<file path="src/rtl/ptce_pkg.sv">
/*
 * Package for the PLL tuning and converter calibration enable control block.
 * Assumes an 8-bit register port with byte addresses as printed.
 */
package ptce_pkg;
    // Register addresses
    localparam logic [7:0] PTCE_ADDR_TRIM = 8'h59;
    localparam logic [7:0] PTCE_ADDR_PRST = 8'h5c;
    localparam logic [7:0] PTCE_ADDR_TCTL = 8'h5d;
    localparam logic [7:0] PTCE_ADDR_PROG = 8'h5e;
    localparam logic [7:0] PTCE_ADDR_CCTL = 8'h61;
    localparam logic [7:0] PTCE_ADDR_CSET = 8'h62;
    // Reset values
    localparam logic [7:0] PTCE_RST_TRIM = 8'h00;
    localparam logic [7:0] PTCE_RST_PRST = 8'h00;
    localparam logic [7:0] PTCE_RST_TCTL = 8'h40;
    localparam logic [7:0] PTCE_RST_CCTL = 8'h01;
    localparam logic [7:0] PTCE_RST_CSET = 8'h01;
    // Field positions
    localparam int PTCE_EN_BIT = 0;
    localparam int PTCE_STL_LSB = 4;
    localparam int PTCE_STL_W = 3;
    localparam int PTCE_TRIM_W = 7;
    // Settle wait is base cycles shifted by the setting
    localparam int PTCE_SETTLE_BASE_NS = 80;
    localparam int PTCE_CLK_NS = 10;
    localparam int PTCE_SETTLE_BASE_CYC = (PTCE_SETTLE_BASE_NS + PTCE_CLK_NS - 1) / PTCE_CLK_NS;
    localparam int PTCE_CNT_W = 16;

    typedef enum logic [1:0] {
        PTCE_IDLE,
        PTCE_STEP,
        PTCE_SETTLE,
        PTCE_DONE
    } ptce_state_t;

    typedef struct packed {
        logic       wr;
        logic       rd;
        logic [7:0] addr;
        logic [7:0] wdata;
    } ptce_req_t;
endpackage

</file>
<file path="src/rtl/ptce_ctrl.sv">
/*
 * Tuning engine, done flag, calibration enable and divider reset control.
 * Assumes a synchronous single-cycle register port and a comparator input
 * from the oscillator saying whether it runs above its target.
 */
`timescale 1ns/10ps
`default_nettype none

// How it works
// Three-bit settle setting, reset four, longer waits
// Engine runs only when enable bit set
// Tuning starts when PLL reset written zero
// Engine trims oscillator until centred
// Software changes tuning control under PLL reset
// Read-only done flag set after run
// Done also set when tuning skipped
// Software leaves trim alone during tuning
// Calibration runs while enable high, reset one
// Clearing calibration enable resets clock dividers
// Software clears enable before certain changes
// Setting enable again reruns calibration
// Calibration enable set before link enable
// Link enable cleared before calibration enable
// Software writes reset value to reserved
// PLL reset set around PLL programming
// Seven-bit read/write trim field
// Done cleared under PLL reset when enabled
module ptce_ctrl
    import ptce_pkg::*;
#(
    parameter int SETTLE_BASE = PTCE_SETTLE_BASE_CYC
) (
    input wire logic ref_clk,
    input wire logic nrst,
    input wire ptce_req_t reg_req,
    output logic [7:0] reg_rdata,
    input wire logic osc_fast,
    output logic [PTCE_TRIM_W-1:0] osc_trim,
    output logic tune_busy,
    output logic cal_run,
    output logic div_rst,
    output logic cal_restart
);

////////////////////////////////////////////////////////////////////////////
    logic rst_s1_r;
    logic rst_n_r;

    always_ff @(posedge ref_clk or negedge nrst) begin
        if (!nrst) begin
            rst_s1_r <= 1'b0;
            rst_n_r <= 1'b0;
        end else begin
            rst_s1_r <= 1'b1;
            rst_n_r <= rst_s1_r;
        end
    end

////////////////////////////////////////////////////////////////////////////
    logic [7:0] trim_r, trim_nxt;
    logic [7:0] prst_r, prst_nxt;
    logic [7:0] tctl_r, tctl_nxt;
    logic [7:0] cctl_r, cctl_nxt;
    logic [7:0] cset_r, cset_nxt;
    logic [7:0] rdata_r, rdata_nxt;
    logic done_r, done_nxt;
    logic restart_r, restart_nxt;
    ptce_state_t st_r, st_nxt;
    logic [PTCE_CNT_W-1:0] cnt_r, cnt_nxt;
    logic [PTCE_TRIM_W-1:0] step_r, step_nxt;
    logic wr_prst, pll_rel, eng_en;

    function automatic logic hit(input ptce_req_t q, input logic [7:0] a);
        return q.wr && (q.addr == a);
    endfunction

    assign wr_prst = hit(reg_req, PTCE_ADDR_PRST);
    assign pll_rel = wr_prst && !reg_req.wdata[PTCE_EN_BIT] && prst_r[PTCE_EN_BIT];
    assign eng_en = tctl_r[PTCE_EN_BIT];

    // Settle wait grows with setting: base << stl
    function automatic logic [PTCE_CNT_W-1:0] settle_cyc(input logic [PTCE_STL_W-1:0] s);
        return PTCE_CNT_W'(SETTLE_BASE) << s;
    endfunction

    always_comb begin
        trim_nxt = trim_r;
        prst_nxt = prst_r;
        tctl_nxt = tctl_r;
        cctl_nxt = cctl_r;
        cset_nxt = cset_r;
        st_nxt = st_r;
        cnt_nxt = cnt_r;
        step_nxt = step_r;
        done_nxt = done_r;
        restart_nxt = 1'b0;
        if (hit(reg_req, PTCE_ADDR_TRIM)) begin
            trim_nxt = reg_req.wdata;
        end
        if (wr_prst) begin
            prst_nxt = reg_req.wdata;
        end
        if (hit(reg_req, PTCE_ADDR_TCTL)) begin
            tctl_nxt = reg_req.wdata;
        end
        if (hit(reg_req, PTCE_ADDR_CSET)) begin
            cset_nxt = reg_req.wdata;
        end
        if (hit(reg_req, PTCE_ADDR_CCTL)) begin
            cctl_nxt = reg_req.wdata;
            // Rising enable restarts calibration with new settings
            restart_nxt = reg_req.wdata[PTCE_EN_BIT] && !cctl_r[PTCE_EN_BIT];
        end
        if (prst_r[PTCE_EN_BIT] && eng_en) begin
            done_nxt = 1'b0;
        end
        unique case (st_r)
            PTCE_IDLE: begin
                if (pll_rel) begin
                    if (eng_en) begin
                        st_nxt = PTCE_STEP;
                        done_nxt = 1'b0;
                        trim_nxt = {trim_r[7], 1'b1, {(PTCE_TRIM_W-1){1'b0}}};
                        step_nxt = {2'b01, {(PTCE_TRIM_W-2){1'b0}}};
                    end else begin
                        done_nxt = 1'b1;
                    end
                end
            end
            PTCE_STEP: begin
                cnt_nxt = settle_cyc(tctl_r[PTCE_STL_LSB +: PTCE_STL_W]);
                st_nxt = PTCE_SETTLE;
            end
            PTCE_SETTLE: begin
                if (cnt_r > PTCE_CNT_W'(1)) begin
                    cnt_nxt = cnt_r - PTCE_CNT_W'(1);
                end else begin
                    // Binary search: keep bit if not fast, then try next
                    if (osc_fast) begin
                        trim_nxt[PTCE_TRIM_W-1:0] = (trim_r[PTCE_TRIM_W-1:0] & ~(step_r << 1))
                            | step_r;
                    end else begin
                        trim_nxt[PTCE_TRIM_W-1:0] = trim_r[PTCE_TRIM_W-1:0] | step_r;
                    end
                    if (step_r == '0) begin
                        st_nxt = PTCE_DONE;
                        if (osc_fast) begin
                            trim_nxt[0] = 1'b0;
                        end
                    end else begin
                        step_nxt = step_r >> 1;
                        st_nxt = PTCE_STEP;
                    end
                end
            end
            PTCE_DONE: begin
                done_nxt = 1'b1;
                st_nxt = PTCE_IDLE;
            end
        endcase
        rdata_nxt = 8'h00;
        if (reg_req.rd) begin
            unique case (reg_req.addr)
                PTCE_ADDR_TRIM: rdata_nxt = trim_r;
                PTCE_ADDR_PRST: rdata_nxt = prst_r;
                PTCE_ADDR_TCTL: rdata_nxt = tctl_r;
                PTCE_ADDR_PROG: rdata_nxt = {7'h00, done_r};
                PTCE_ADDR_CCTL: rdata_nxt = cctl_r;
                PTCE_ADDR_CSET: rdata_nxt = cset_r;
                default: rdata_nxt = 8'h00;
            endcase
        end
    end

    always_ff @(posedge ref_clk or negedge rst_n_r) begin
        if (!rst_n_r) begin
            trim_r <= PTCE_RST_TRIM;
            prst_r <= PTCE_RST_PRST;
            tctl_r <= PTCE_RST_TCTL;
            cctl_r <= PTCE_RST_CCTL;
            cset_r <= PTCE_RST_CSET;
            rdata_r <= 8'h00;
            done_r <= 1'b0;
            restart_r <= 1'b0;
            st_r <= PTCE_IDLE;
            cnt_r <= '0;
            step_r <= '0;
        end else begin
            trim_r <= trim_nxt;
            prst_r <= prst_nxt;
            tctl_r <= tctl_nxt;
            cctl_r <= cctl_nxt;
            cset_r <= cset_nxt;
            rdata_r <= rdata_nxt;
            done_r <= done_nxt;
            restart_r <= restart_nxt;
            st_r <= st_nxt;
            cnt_r <= cnt_nxt;
            step_r <= step_nxt;
        end
    end

////////////////////////////////////////////////////////////////////////////
    logic busy_r;
    logic cal_run_r;
    logic div_rst_r;

    always_ff @(posedge ref_clk or negedge rst_n_r) begin
        if (!rst_n_r) begin
            busy_r <= 1'b0;
            cal_run_r <= PTCE_RST_CCTL[PTCE_EN_BIT];
            div_rst_r <= !PTCE_RST_CCTL[PTCE_EN_BIT];
        end else begin
            busy_r <= (st_nxt != PTCE_IDLE);
            cal_run_r <= cctl_nxt[PTCE_EN_BIT];
            div_rst_r <= !cctl_nxt[PTCE_EN_BIT];
        end
    end

    assign reg_rdata = rdata_r;
    assign osc_trim = trim_r[PTCE_TRIM_W-1:0];
    assign tune_busy = busy_r;
    assign cal_run = cal_run_r;
    assign div_rst = div_rst_r;
    assign cal_restart = restart_r;
endmodule

`default_nettype wire

</file>
<file path="config.mk">
export PLATFORM = sky130hd
export DESIGN_NAME = ptce_ctrl
export DESIGN_NICKNAME = d
export VERILOG_FILES = /design/src/rtl/ptce_pkg.sv /design/src/rtl/ptce_ctrl.sv
export SDC_FILE = /design/constraint.sdc
export NUM_CORES = 1
export LEC_CHECK = 0
export ABC_AREA = 1
export BUFFER_PORTS_ARGS = -buffer_cell sky130_fd_sc_hd__buf_4
export CORE_ASPECT_RATIO = 2
export CORE_MARGIN = 2
export CORE_UTILIZATION = 45
export DETAILED_ROUTE_END_ITERATION = 16
export PLACE_DENSITY = 0.59
export SLEW_MARGIN = 5
export SYNTH_ARGS = -nofsm -noshare
export SYNTH_HDL_FRONTEND = slang
export SYNTH_SLANG_ARGS = --single-unit
</file>
<file path="constraint.sdc">
create_clock -name ref_clk -period 2.6 [get_ports ref_clk]
set_input_delay 0.39 -clock ref_clk [delete_from_list [all_inputs] [get_ports ref_clk]]
set_output_delay 0.39 -clock ref_clk [all_outputs]
set_load 0.01 [all_outputs]
</file>
==> results.ini <==
[status]
status = completed

[sta]
worst_pin_slew_ns = 0.597
rsz0062_at_grt = false
finalSetupViolCount = 0
hold_viol = 0
final.period_utilization = 0.759
max_freq_mhz = 507
clock_skew_ns = 0.00542
fin_crit_ns = 1.97
finalSetupTns_ns = 0
slew_headroom = 0.601
slew_violations = 0

[min_path]
worstHoldPathType = reg -> async

[logic_synthesis]
synth_cell_types = 36
synthArstFlopShare = 1.00
synth_top_area_share = 0.439
yosysSeqAreaShare = 0.457
netlist_area_um2 = 4280
synth_seq_cells = 78
netlist_top_cells_area = dfrtp_1, nand2_1, inv_1, nor2_1, o21ai_0
ys_top_cells_by_count = nand2_1, dfrtp_1, inv_1, nor2_1, o21ai_0
syn-num-nets = 596
syn_inst = 569
synth_most_common_cell = nand2_1
syn_avg_cell_area_um2 = 7.52
yosys_warnings = 0
yosysTopAreaCell = dfrtp_1
yosys_most_used_dff = dfrtp_1
synth_edf_count = 0

[route]
num_vias = 3798
first_pass_iters = 7
drt_iter0_markers = 258
ant_nets = 0
wl_per_cell_um = 15.7
vias_per_cell = 5.29
drcViolationCount = 0
routed_wl_mm = 11.3

[critical_path]
cp.required_ns = 2.82
critPathMaxFanout = 12
cpPeakStageDelay_ns = 0.46
worstSetupEndpointType = flop
cpMostUsedCell = a21oi_1
cp.arrival_ns = 2.20
crit_path_cell_trace = inv_1 > ha_1 > inv_2 > a21oi_1 > nand3_1 > nand2_1 > a21oi_1
worst_path_max_delay_cell = a21oi_1
cp_top_family = compound AO/OA/AOI/OAI gates
timing.rr.start = st_r[0]
cp-startpoint = st_r[0]
start_kind = flop
worst-setup-path-type = reg -> reg
critPathBufInv = 2

[power]
peakVddDrop_mv = 0.619
p_leak_nw = 2.52
p_per_area_nw_per_um2 = 879

[die]
initial_utilization = 0.459
rows = 50
top_level_ports = 40
coreArea_um2 = 9320
die_y_um = 142
fp.dieW_um = 73.0
die_area_um2 = 10400

[placed_design]
place.gp.congestion = 0.947
portBuffers = 39
hpwl_mm = 8.73
dpl.cell_count = 701

[clocking]
clk_latency_ns = 0.34
clk_pin_slew_ns = 0.06
cts_resized = 0
cts_buffers = 9
root_buffer = clkbuf_16
cts_tree = yes
cts.path.max_buffers = 2
holdBufCountCts = 1
clock-sinks = 78
postCtsSetupBuffers = 0
ctsHtreeMaxLevel = 3

[layout]
n_antenna_cell = 0
drive_gt1_frac = 0.156
nets = 636
area_growth_pct = 16.4
seq_area_um2 = 1960
stdcell_count = 718
multi_input_area_um2 = 1980
final.fill_count = 919
postLayoutCoreUtil = 0.534

[global_routing]
grtUsageTotal = 0.238
overflow = 0
grt_pass1_wl_mm = 18.6
grt_pass1_vias = 3846
antenna_found_initial = 0
grt_start_max_net_pins = 66

[job]
maxCapViolCount = 0

[registers in the layout (all words and copies together) (netlist names)]
register,count
cctl_r,8
trim_r,8
cset_r,8
st_r,2
cal_restart,1
reg_rdata,8
prst_r,8
cnt_r,16
done_r,1
tune_busy,1
rst_s1_r,1
div_rst,1
step_r,6
tctl_r,8
rst_n_r,1
[kinds of logic (layout without fill, tap and decap cells)]
logic type / Yosys count / count (layout) / share of synthesized area
adders and majority gates: 6 / 6 / 0.0175
DFF: 78 / 78 / 0.457
AOI/OAI and AO/OA: 84 / 84 / 0.108
xor gates and xnor gates: 3 / 3 / 0.00614
other: 1 / 1 / 0.000876
and+or+nand+nor: 317 / 317 / 0.329
buffers and inverters: 80 / 125 / 0.0813
[cell type report]
cell class / count / share of cell area
clock buffer: 11 / 0.0487
inverter: 65 / 0.0490
timing repair buffer: 44 / 0.0693
sequential: 78 / 0.393
tap: 104 / 0.0261
multi-input combinational: 411 / 0.397
clock inverter: 5 / 0.0166
[placed cells by master (no fill, tap or decap), types with 3 or more instances in the layout]
cell type / Yosys / routed
o22ai_1: 4 / 4
nand2_4: 3 / 3
nand2_1: 181 / 181
inv_1: 63 / 63
a21oi_1: 12 / 12
o21ai_0: 36 / 36
ha_1: 6 / 6
dfstp_2: 3 / 3
nor2_1: 56 / 56
clkinvlp_4: 0 / 3
buf_4: 7 / 42
o21ai_1: 22 / 22
nor3_1: 4 / 4
clkbuf_16: 0 / 9
o21ai_2: 5 / 5
nand4_1: 13 / 13
nand3_1: 35 / 35
dfrtp_1: 75 / 74
nor2_2: 9 / 9
nand2_2: 7 / 7
[power by group]
part | total, W | leakage, nW | switching (W) | internal (W)
sequential | 0.00151 | 1.02 | 0.000140 | 0.00137
clock | 0.00137 | 0.148 | 0.000501 | 0.000867
combinational | 0.00150 | 1.35 | 0.00104 | 0.000463
total | 0.00438 | 2.52 | 0.00168 | 0.00270
[final timing paths]
kind,slack (ns),endpoint,cells past startpoint
worst min register to register,0.17,cnt_r[13],0
worst max register to register,0.63,cnt_r[2],7
max in group asynchronous,1.78,tctl_r[6],1
worst max-delay path,0.63,cnt_r[2],7
min in group ref_clk,0.28,prst_r[3],3
worst min-delay path,0.17,cnt_r[13],0
[metrics by stage]
stage / cell area [um^2] / total power [W] / hold slack [ns] / setup slack [ns]
after floorplan: 4280 / 0.00263 / 0.0944 / 0.272
after CTS: 4980 / 0.00441 / 0.179 / 0.621
after global placement: 4640 / 0.00300 / 0.173 / 0.569
after global routing: 4980 / 0.00467 / 0.192 / 0.458
final: 4980 / 0.00438 / 0.171 / 0.627
after detailed placement: 4640 / 0.00302 / 0.173 / 0.550
[layer usage]
| layer | GRT usage | routed length, um | up-vias |
|---|---|---|---|
| li1 | - | - | 1895 |
| met1 | 0.245 | 4130 | 1762 |
| met2 | 0.434 | 6160 | 106 |
| met3 | 0.0447 | 412 | 35 |
| met4 | 0.134 | 583 | 0 |
| met5 | 0 | 0 | - |
Power figures use the tool's default switching activity.
